==> src/tcpu_pkg.sv <==
// package: register map, field layout and bus carriers of the timer unit
// Behaviour
// - interval mode clears on match0, raises match0 request
// - interval overflow only when compare 0 is FFFFH
// - count clock chosen by prescaler bits 1:0
// - pulse mode drives wave from compare 0/1
// - period compare0+1, active width compare1+1
// - capture needs two equal samples at the count clock (fx in input-edge mode)
// - input 0 edge captures into register 1
// - input 1 edge captures into register 0
// - opposite input 0 edge captures into register 0
// - restart: capture register 1, then clear counter
// - match inversion toggles output; disabled pin low
// - edge code 00 fall, 01 rise, 11 both
// - clock code fx, fx/4, fx/256, input edge
// - control bits pick compare/capture and trigger
package tcpu_pkg;

  // byte offsets of the registers on the bus
  localparam logic [7:0] OFS_MODE    = 8'h00;
  localparam logic [7:0] OFS_CCCTRL  = 8'h04;
  localparam logic [7:0] OFS_OUTCTRL = 8'h08;
  localparam logic [7:0] OFS_PRESC   = 8'h0C;
  localparam logic [7:0] OFS_REG0    = 8'h10;
  localparam logic [7:0] OFS_REG1    = 8'h14;
  localparam logic [7:0] OFS_COUNT   = 8'h18;
  localparam logic [7:0] OFS_STATUS  = 8'h1C;

  // timer_mode_ctrl fields
  localparam int MODE_OVF_BIT     = 0;
  localparam int MODE_OP_LSB      = 2;
  localparam int MODE_RESTART_BIT = 4;
  localparam logic [7:0] MODE_RW_MASK = 8'h1C;

  // capcmp_ctrl fields
  localparam int REG0_CAP_BIT  = 0;
  localparam int REG0_TRIG_BIT = 1;
  localparam int REG1_CAP_BIT  = 2;
  localparam logic [7:0] CC_RW_MASK = 8'h07;

  // output_ctrl fields; set and reset bits are write-only
  localparam int OUT_EN_BIT   = 0;
  localparam int INV0_BIT     = 1;
  localparam int FF_RESET_BIT = 2;
  localparam int FF_SET_BIT   = 3;
  localparam int INV1_BIT     = 4;
  localparam logic [7:0] OUT_RW_MASK = 8'h13;

  // prescaler_mode fields
  localparam int CLK_SEL_LSB  = 0;
  localparam int IN0_EDGE_LSB = 4;
  localparam int IN1_EDGE_LSB = 6;
  localparam logic [7:0] PRESC_RW_MASK = 8'hF3;

  // status fields (read only)
  localparam int STAT_RUN_BIT  = 0;
  localparam int STAT_OUT_BIT  = 1;
  localparam int STAT_LVL0_BIT = 2;
  localparam int STAT_LVL1_BIT = 3;

  // reset values and the counter maximum
  localparam logic [7:0]  RST_CTRL = 8'h00;
  localparam logic [15:0] RST_CNT  = 16'h0000;
  localparam logic [7:0]  RST_DIV  = 8'h00;
  localparam logic [15:0] CNT_MAX  = 16'hFFFF;

  // counter operating mode codes
  localparam logic [1:0] OP_STOP  = 2'h0;
  localparam logic [1:0] OP_FREE  = 2'h1;
  localparam logic [1:0] OP_BAD   = 2'h2;
  localparam logic [1:0] OP_MATCH = 2'h3;

  // edge select codes
  localparam logic [1:0] EDGE_FALL = 2'h0;
  localparam logic [1:0] EDGE_RISE = 2'h1;
  localparam logic [1:0] EDGE_BAD  = 2'h2;
  localparam logic [1:0] EDGE_BOTH = 2'h3;

  // count clock select codes and divider terminal masks
  localparam logic [1:0] CLK_FX     = 2'h0;
  localparam logic [1:0] CLK_DIV4   = 2'h1;
  localparam logic [1:0] CLK_DIV256 = 2'h2;
  localparam logic [1:0] CLK_EDGE   = 2'h3;
  localparam logic [7:0] DIV4_MASK   = 8'h03;
  localparam logic [7:0] DIV256_MASK = 8'hFF;

  // classic wishbone request from the master
  typedef struct packed {
    logic        cyc;
    logic        stb;
    logic        we;
    logic [7:0]  adr;
    logic [3:0]  sel;
    logic [31:0] dat;
  } tcpu_wb_req_t;

  // classic wishbone answer to the master
  typedef struct packed {
    logic        ack;
    logic [31:0] dat;
  } tcpu_wb_rsp_t;

endpackage : tcpu_pkg

==> src/tcpu_sampler.sv <==
// module: pin synchroniser and two-sample noise filter for one capture input
`timescale 1ns/1ps
`default_nettype none
module tcpu_sampler (
  input  wire logic clk_i,
  input  wire logic rst_i,
  input  wire logic pin_i,
  input  wire logic sample_i,
  output logic      level_o,
  output logic      rise_o,
  output logic      fall_o
);

  logic [2:0] sync;
  logic       agreed;
  logic       smp;

  // three stages; only the second and third are ever looked at
  always_ff @(posedge clk_i) begin
    if (rst_i) begin
      sync <= 3'h0;
    end else begin
      sync <= {sync[1:0], pin_i};
    end
  end

  // a pin change counts only once the last two stages agree
  always_ff @(posedge clk_i) begin
    if (rst_i) begin
      agreed <= 1'b0;
    end else if (sync[1] == sync[2]) begin
      agreed <= sync[2];
    end
  end

  // accept a new level after two equal sample ticks (fx in input-edge mode); level starts
  // at 0, so a pin high out of reset shows one rising edge
  always_ff @(posedge clk_i) begin
    if (rst_i) begin
      smp     <= 1'b0;
      level_o <= 1'b0;
      rise_o  <= 1'b0;
      fall_o  <= 1'b0;
    end else begin
      rise_o <= 1'b0;
      fall_o <= 1'b0;
      if (sample_i) begin
        smp <= agreed;
        if (agreed == smp && agreed != level_o) begin
          level_o <= agreed;
          rise_o  <= agreed;
          fall_o  <= ~agreed;
        end
      end
    end
  end

endmodule : tcpu_sampler
`default_nettype wire

==> src/tcpu_timer.sv <==
// module: 16-bit interval / pulse generator / capture timer, wishbone slave
//
// The address map and register access over Wishbone were decided locally.
`timescale 1ns/1ps
`default_nettype none
module tcpu_timer (
  input  wire logic                   clk_i,
  input  wire logic                   rst_i,
  input  wire tcpu_pkg::tcpu_wb_req_t wb_i,
  output tcpu_pkg::tcpu_wb_rsp_t      wb_o,
  input  wire logic                   capture_in_0_i,
  input  wire logic                   capture_in_1_i,
  output logic                        timer_out_pin_o,
  output logic                        match0_irq_o,
  output logic                        match1_irq_o
);
  import tcpu_pkg::*;

  // software-visible state
  logic [7:0]  timer_mode_ctrl;
  logic [7:0]  capcmp_ctrl;
  logic [7:0]  output_ctrl;
  logic [7:0]  prescaler_mode;
  logic [15:0] capcmp_reg_0;
  logic [15:0] capcmp_reg_1;
  logic [15:0] main_counter;
  logic        overflow_flag;
  logic        out_ff;

  // bus handshake state
  logic        ack;
  logic [31:0] rd_dat;
  logic [31:0] next_rd_dat;

  // internal timing
  logic [7:0]  div;
  logic        base_tick;
  logic        count_tick;

  // decoded control
  logic [1:0]  op;
  logic        running;
  logic        restart_mode;
  logic [1:0]  clk_sel;
  logic [1:0]  in0_edge;
  logic [1:0]  in1_edge;
  logic        cmp0_mode;
  logic        cmp1_mode;

  // filtered inputs
  logic        lvl0;
  logic        lvl1;
  logic        rise0;
  logic        fall0;
  logic        rise1;
  logic        fall1;
  logic        in0_valid;
  logic        in1_valid;
  logic        in0_reverse;

  // events
  logic        match0;
  logic        match1;
  logic        clear_match;
  logic        restart;
  logic        ovf_set;
  logic        cap0_in1;
  logic        cap0_rev;
  logic        cap1;
  logic        toggle;

  // write strobes
  logic        wr_hit;
  logic        wr_b0;
  logic        wr_b1;

  // edge-code decode shared by both inputs
  function automatic logic edge_hit(input logic [1:0] es,
                                    input logic r,
                                    input logic f);
    logic hit;
    hit = 1'b0;
    case (es)
      EDGE_FALL: hit = f;
      EDGE_RISE: hit = r;
      EDGE_BOTH: hit = r | f;
      default:   hit = 1'b0;
    endcase
    return hit;
  endfunction : edge_hit

  // field decode
  assign op           = timer_mode_ctrl[MODE_OP_LSB +: 2];
  assign running      = (op == OP_FREE) || (op == OP_MATCH); // code 10 stops
  assign restart_mode = (op == OP_FREE) && timer_mode_ctrl[MODE_RESTART_BIT];
  assign clk_sel      = prescaler_mode[CLK_SEL_LSB +: 2];
  assign in0_edge     = prescaler_mode[IN0_EDGE_LSB +: 2];
  assign in1_edge     = prescaler_mode[IN1_EDGE_LSB +: 2];
  assign cmp0_mode    = ~capcmp_ctrl[REG0_CAP_BIT];
  assign cmp1_mode    = ~capcmp_ctrl[REG1_CAP_BIT];

  // the write lands at the edge where the master sees ack high
  assign wr_hit = wb_i.cyc & wb_i.stb & wb_i.we & ack;
  assign wr_b0  = wr_hit & wb_i.sel[0];
  assign wr_b1  = wr_hit & wb_i.sel[1];

  // free-running prescaler, never stopped so fx/256 phase is arbitrary
  always_ff @(posedge clk_i) begin
    if (rst_i) begin
      div <= RST_DIV;
    end else begin
      div <= div + 8'h01;
    end
  end

  // sample tick for filters; input-edge counting samples at fx
  always_comb begin
    base_tick = 1'b1;
    case (clk_sel)
      CLK_FX:     base_tick = 1'b1;
      CLK_DIV4:   base_tick = (div & DIV4_MASK) == DIV4_MASK;
      CLK_DIV256: base_tick = (div & DIV256_MASK) == DIV256_MASK;
      CLK_EDGE:   base_tick = 1'b1;
      default:    base_tick = 1'b1;
    endcase
  end

  // capture input 0 filter
  tcpu_sampler u_in0 (
    .clk_i    (clk_i),
    .rst_i    (rst_i),
    .pin_i    (capture_in_0_i),
    .sample_i (base_tick),
    .level_o  (lvl0),
    .rise_o   (rise0),
    .fall_o   (fall0)
  );

  // capture input 1 filter
  tcpu_sampler u_in1 (
    .clk_i    (clk_i),
    .rst_i    (rst_i),
    .pin_i    (capture_in_1_i),
    .sample_i (base_tick),
    .level_o  (lvl1),
    .rise_o   (rise1),
    .fall_o   (fall1)
  );

  // valid and reverse-phase edges
  assign in0_valid   = edge_hit(in0_edge, rise0, fall0);
  assign in1_valid   = edge_hit(in1_edge, rise1, fall1);
  // no reverse phase exists when both edges are selected
  assign in0_reverse = ((in0_edge == EDGE_RISE) & fall0) |
                       ((in0_edge == EDGE_FALL) & rise0);

  // count enable: prescaled clock or valid edges on input 0
  assign count_tick = running &
                      ((clk_sel == CLK_EDGE) ? in0_valid : base_tick);

  // compare events happen on the count tick that leaves the matching value
  assign match0 = count_tick & cmp0_mode & (main_counter == capcmp_reg_0);
  assign match1 = count_tick & cmp1_mode & (main_counter == capcmp_reg_1);
  assign clear_match = (op == OP_MATCH) & match0;
  assign restart     = restart_mode & in0_valid;

  // in match mode a rollover only happens when compare 0 is FFFFH
  assign ovf_set = count_tick & (main_counter == CNT_MAX) &
                   ((op != OP_MATCH) | (capcmp_reg_0 == CNT_MAX));

  // capture triggers
  assign cap1     = running & ~cmp1_mode & in0_valid;
  assign cap0_in1 = running & ~cmp0_mode &
                    ~capcmp_ctrl[REG0_TRIG_BIT] & in1_valid;
  assign cap0_rev = running & ~cmp0_mode &
                    capcmp_ctrl[REG0_TRIG_BIT] & in0_reverse;

  // main counter; stopping clears it, restart beats a tick
  always_ff @(posedge clk_i) begin
    if (rst_i) begin
      main_counter <= RST_CNT;
    end else if (!running) begin
      main_counter <= RST_CNT;
    end else if (restart) begin
      main_counter <= RST_CNT;
    end else if (clear_match) begin
      main_counter <= RST_CNT;
    end else if (count_tick) begin
      main_counter <= main_counter + 16'h0001; // wraps to 0000H
    end
  end

  // sticky overflow; a set in the clearing cycle wins
  always_ff @(posedge clk_i) begin
    if (rst_i) begin
      overflow_flag <= 1'b0;
    end else if (ovf_set) begin
      overflow_flag <= 1'b1;
    end else if (wr_b0 && wb_i.adr == OFS_MODE &&
                 !wb_i.dat[MODE_OVF_BIT]) begin
      overflow_flag <= 1'b0;
    end
  end

  // mode control; the overflow bit lives in its own flop above
  always_ff @(posedge clk_i) begin
    if (rst_i) begin
      timer_mode_ctrl <= RST_CTRL;
    end else if (wr_b0 && wb_i.adr == OFS_MODE) begin
      timer_mode_ctrl <= wb_i.dat[7:0] & MODE_RW_MASK;
    end
  end

  // capture/compare control; only implemented bits are kept
  always_ff @(posedge clk_i) begin
    if (rst_i) begin
      capcmp_ctrl <= RST_CTRL;
    end else if (wr_b0 && wb_i.adr == OFS_CCCTRL) begin
      capcmp_ctrl <= wb_i.dat[7:0] & CC_RW_MASK;
    end
  end

  // output control; set and reset strobes are not stored, so read 0
  always_ff @(posedge clk_i) begin
    if (rst_i) begin
      output_ctrl <= RST_CTRL;
    end else if (wr_b0 && wb_i.adr == OFS_OUTCTRL) begin
      output_ctrl <= wb_i.dat[7:0] & OUT_RW_MASK;
    end
  end

  // prescaler mode: count clock and both edge selects
  always_ff @(posedge clk_i) begin
    if (rst_i) begin
      prescaler_mode <= RST_CTRL;
    end else if (wr_b0 && wb_i.adr == OFS_PRESC) begin
      prescaler_mode <= wb_i.dat[7:0] & PRESC_RW_MASK;
    end
  end

  // register 0: capture beats a software write in the same cycle
  always_ff @(posedge clk_i) begin
    if (rst_i) begin
      capcmp_reg_0 <= RST_CNT;
    end else if (cap0_in1 || cap0_rev) begin
      capcmp_reg_0 <= main_counter;
    end else if (wb_i.adr == OFS_REG0) begin
      if (wr_b0) begin
        capcmp_reg_0[7:0] <= wb_i.dat[7:0];
      end
      if (wr_b1) begin
        capcmp_reg_0[15:8] <= wb_i.dat[15:8];
      end
    end
  end

  // register 1: value taken before any restart clears the counter
  always_ff @(posedge clk_i) begin
    if (rst_i) begin
      capcmp_reg_1 <= RST_CNT;
    end else if (cap1) begin
      capcmp_reg_1 <= main_counter;
    end else if (wb_i.adr == OFS_REG1) begin
      if (wr_b0) begin
        capcmp_reg_1[7:0] <= wb_i.dat[7:0];
      end
      if (wr_b1) begin
        capcmp_reg_1[15:8] <= wb_i.dat[15:8];
      end
    end
  end

  // output flip-flop; two inverting matches in one cycle cancel out
  assign toggle = (match0 & output_ctrl[INV0_BIT]) ^
                  (match1 & output_ctrl[INV1_BIT]);

  always_ff @(posedge clk_i) begin
    if (rst_i) begin
      out_ff <= 1'b0;
    end else if (!output_ctrl[OUT_EN_BIT]) begin
      out_ff <= 1'b0;
    end else if (wr_b0 && wb_i.adr == OFS_OUTCTRL &&
                 (wb_i.dat[FF_SET_BIT] ^ wb_i.dat[FF_RESET_BIT])) begin
      out_ff <= wb_i.dat[FF_SET_BIT];
    end else if (toggle) begin
      out_ff <= ~out_ff;
    end
  end

  assign timer_out_pin_o = out_ff;

  // one-cycle compare-0 request; reverse-phase capture raises none
  always_ff @(posedge clk_i) begin
    if (rst_i) begin
      match0_irq_o <= 1'b0;
    end else begin
      match0_irq_o <= match0 | cap0_in1;
    end
  end

  // one-cycle compare-1 request, from a match or a capture
  always_ff @(posedge clk_i) begin
    if (rst_i) begin
      match1_irq_o <= 1'b0;
    end else begin
      match1_irq_o <= match1 | cap1;
    end
  end

  // read mux; unmapped offsets read zero
  always_comb begin
    next_rd_dat = 32'h0000_0000;
    case (wb_i.adr)
      OFS_MODE: begin
        next_rd_dat[7:0] = timer_mode_ctrl;
        next_rd_dat[MODE_OVF_BIT] = overflow_flag;
      end
      OFS_CCCTRL:  next_rd_dat[7:0]  = capcmp_ctrl;
      OFS_OUTCTRL: next_rd_dat[7:0]  = output_ctrl;
      OFS_PRESC:   next_rd_dat[7:0]  = prescaler_mode;
      OFS_REG0:    next_rd_dat[15:0] = capcmp_reg_0;
      OFS_REG1:    next_rd_dat[15:0] = capcmp_reg_1;
      OFS_COUNT:   next_rd_dat[15:0] = main_counter;
      OFS_STATUS: begin
        next_rd_dat[STAT_RUN_BIT]  = running;
        next_rd_dat[STAT_OUT_BIT]  = out_ff;
        next_rd_dat[STAT_LVL0_BIT] = lvl0;
        next_rd_dat[STAT_LVL1_BIT] = lvl1;
      end
      default: next_rd_dat = 32'h0000_0000;
    endcase
  end

  // ack one cycle after the request, dropped the cycle after
  always_ff @(posedge clk_i) begin
    if (rst_i) begin
      ack    <= 1'b0;
      rd_dat <= 32'h0000_0000;
    end else begin
      ack <= wb_i.cyc & wb_i.stb & ~ack;
      if (wb_i.cyc && wb_i.stb && !ack) begin
        rd_dat <= next_rd_dat;
      end
    end
  end

  assign wb_o.ack = ack;
  assign wb_o.dat = rd_dat;

endmodule : tcpu_timer
`default_nettype wire

==> config.mk <==
export PLATFORM = sky130hd
export DESIGN_NAME = tcpu_timer
export DESIGN_NICKNAME = d
export VERILOG_FILES = /design/src/tcpu_pkg.sv /design/src/tcpu_sampler.sv /design/src/tcpu_timer.sv
export SDC_FILE = /design/constraint.sdc
export NUM_CORES = 1
export LEC_CHECK = 0
export ABC_AREA = 0
export BUFFER_PORTS_ARGS = -buffer_cell sky130_fd_sc_hd__buf_2
export CAP_MARGIN = 20
export CORE_ASPECT_RATIO = 0.6
export CORE_UTILIZATION = 55
export DETAILED_ROUTE_END_ITERATION = 8
export PLACE_DENSITY = 0.8
export SYNTH_ARGS = -nofsm -noshare
export SYNTH_HDL_FRONTEND = slang
export SYNTH_SLANG_ARGS = --single-unit
==> constraint.sdc <==
create_clock -name clk_i -period 2.93 [get_ports clk_i]
set_input_delay 0.586 -clock clk_i [delete_from_list [all_inputs] [get_ports clk_i]]
set_output_delay 0.586 -clock clk_i [all_outputs]
set_load 0.1 [all_outputs]
==> impl_metrics.ini <==
[synth]
synthTopCellsByArea = dfxtp_1, mux2i_1, nor2_1, xnor2_1, a211oi_1
synth_area_per_cell_um2 = 8.46
synth_top_area_cell = dfxtp_1
synth_most_common_cell = dfxtp_1
synth_edf_count = 0
syn_area_um2 = 5770
yosysWarnings = 0
syn_inst = 682
ys_types = 61
synth.top_cells.by_count = dfxtp_1, nor2_1, nand2_1
netlist.area_leader.share_pct = 37.5
synth_seq_cells = 108
ys_seq_area_share_pct = 37.5
async_flop_share_pct = 0
ys.flop_type = dfxtp_1

[place]
place.gp.congestion = 0.984
io_buffers = 52
post_dp_cell_area_um2 = 6140
dp.cells = 846
post-dp-hpwl_um = 12600
pre_cts_slack_ns = 0.296

[sta]
hold_viol = 0
slew_headroom_pct = 45.7
period_minus_slack_ns = 2.60
setup_ws_ns = 0.332
rsz0062_at_grt = no
finalCritPeriodShare_pct = 88.7
setup_viol = 0
tightest_slew_ns = 0.814
fin_skew_ns = 0.00687
hold-worst-slack_ns = 0.445
fin_tns_setup_ns = 0
drv_slew = 0
fmax_ghz = 0.385

[grt]
antenna_found_initial = 0
grt_max_degree = 45
grt_pass1_vias = 4689
track_usage_pct = 32.2
grt-ovfl-total = 0
grt_pass1_wl_um = 26000

[setup_path]
critPathKind = reg -> reg
r2r_slack_ns = 0.33
critPathArrivalTime_ns = 2.82
path_max_fanout = 16
cp_data_required_time_ns = 3.15
cp-end-kind = flip-flop
crit_path_start_kind = flip-flop

[finish]
layout-drive-gt1-share_pct = 16.1
final_nets = 778
antenna_cells = 0
finish.utilization_pct = 64.5
area_growth_pct = 12.1
design_area_um2 = 6470
nFillCells = 853
layout.cells.non_filler = 861

[floorplan]
fp.coreArea_um2 = 10000
ioPinCount = 87
rows = 28
die-area_um2 = 10900
start_util_pct = 57.6
die_h_um = 81.3
die_w_um = 134

[clock_network]
clk_path_buf_depth = 2
clockRootBuffer = clkbuf_16
post_cts_buffers = 0
cts_resized = 0
cts_max_level = 3
clkTransAtPathRegs_ns = 0.07
clock_latency_ns = 0.35
cts_made_buffers = 9
cts_hold_buf = 0
cts_tree = yes
cts.sinks = 108

[status]
status = completed

[power_and_ir_drop]
irDropWorstVdd_v = 0.000266
p_leak_nw = 2.41
power_mw = 3.04
p_per_area_nw_per_um2 = 470

[min_path]
hp-class = reg -> reg

[route]
final_antenna_net_count = 0
drtIter0Drc = 748
route.vias.total = 5276
wire_per_inst_um = 19.6
drc = 0
drt-total-wl_um = 16900
firstDrtPassIters = 6
vias_per_cell = 6.13

[job]
cap_viol_max_count = 0
[layout make-up]
| cell class | count | area [um2] | area share, % |
|---|---|---|---|
| multi-input combinational | 504 | 3270 | 50.6 |
| sequential | 108 | 2160 | 33.4 |
| timing repair buffer | 80 | 470 | 7.27 |
| clock buffer | 11 | 253 | 3.91 |
| tap | 135 | 169 | 2.61 |
| clock inverter | 4 | 72.6 | 1.12 |
| inverter | 19 | 71.3 | 1.10 |
[routing by layer]
metal / routed length, um / GRT usage, % / share of wire, % / vias to the layer above
li1: - / - / - / 2452
met1: 7600 / 47.7 / 45 / 2489
met2: 6810 / 46.4 / 40 / 315
met3: 2290 / 8.99 / 14 / 20
met4: 163 / 5.28 / 0.97 / 0
met5: 0 / 0 / 0 / -
[state kept, by name (all words and copies together), names as in the netlist, 3 cells and up]
name,flops
main_counter,16
capcmp_reg_0,16
capcmp_reg_1,16
u_in1.sync,3
div,8
prescaler_mode,6
timer_mode_ctrl,3
capcmp_ctrl,3
output_ctrl,3
u_in0.sync,3
rd_dat,16
[power breakdown]
group          switching (mW)  leakage (nW)  internal, mW
registers             0.00522         0.871          1.48
clock network           0.540         0.158         0.790
logic                   0.185          1.39        0.0440
[final timing paths]
kind	endpoint	cells after the start	startpoint
worst min-delay path	u_in1.sync[1]$_SDFF_PP0_	1	u_in1.sync[0]$_SDFF_PP0_
worst min register to register	u_in1.sync[1]$_SDFF_PP0_	1	u_in1.sync[0]$_SDFF_PP0_
worst max-delay path	main_counter[4]$_SDFFE_PP0N_	7	div[0]$_SDFF_PP0_
worst max register to register	main_counter[4]$_SDFFE_PP0N_	7	div[0]$_SDFF_PP0_
[cell families after synthesis]
kind of cell    count (synthesis)  synth area share (%)
xor+xnor                       46                  6.98
simple gates                  255                  21.6
buf+inv                        85                  7.18
flops                         108                  37.5
other cells                     1                0.0650
mux                            47                  8.65
compound gates                135                  16.9
fa+ha+maj                       5                  1.08
[layout by cell type (no fill, tap or decap), types with 4 or more instances in the layout]
cell type    n
nand2_1     49
or3_1        8
xor2_1      15
ha_1         5
a21oi_1     35
inv_1       19
nand3_1      9
a211oi_1    33
xnor2_1     31
buf_2       52
o21ai_0     10
nor2_1     101
conb_1      16
nand2b_1    13
nor2b_1     11
o2111ai_1    4
nor3_1      14
nor4_1      11
mux2i_1     42
clkbuf_16    9
a21o_1       5
dfxtp_1    108
a22oi_1     21
nor4_2       5
buf_4       28
nand4_1     13
[critical path: stages (launching register included)]
cell      delay [ns]
dfxtp_1         0.35
ha_1            0.27
nand4_1         0.17
o21ai_4         0.24
o211ai_4        0.19
or4_1           0.71
o21ai_4         0.42
nor2_1          0.10
No activity file was read; power rests on OpenSTA's default activity.
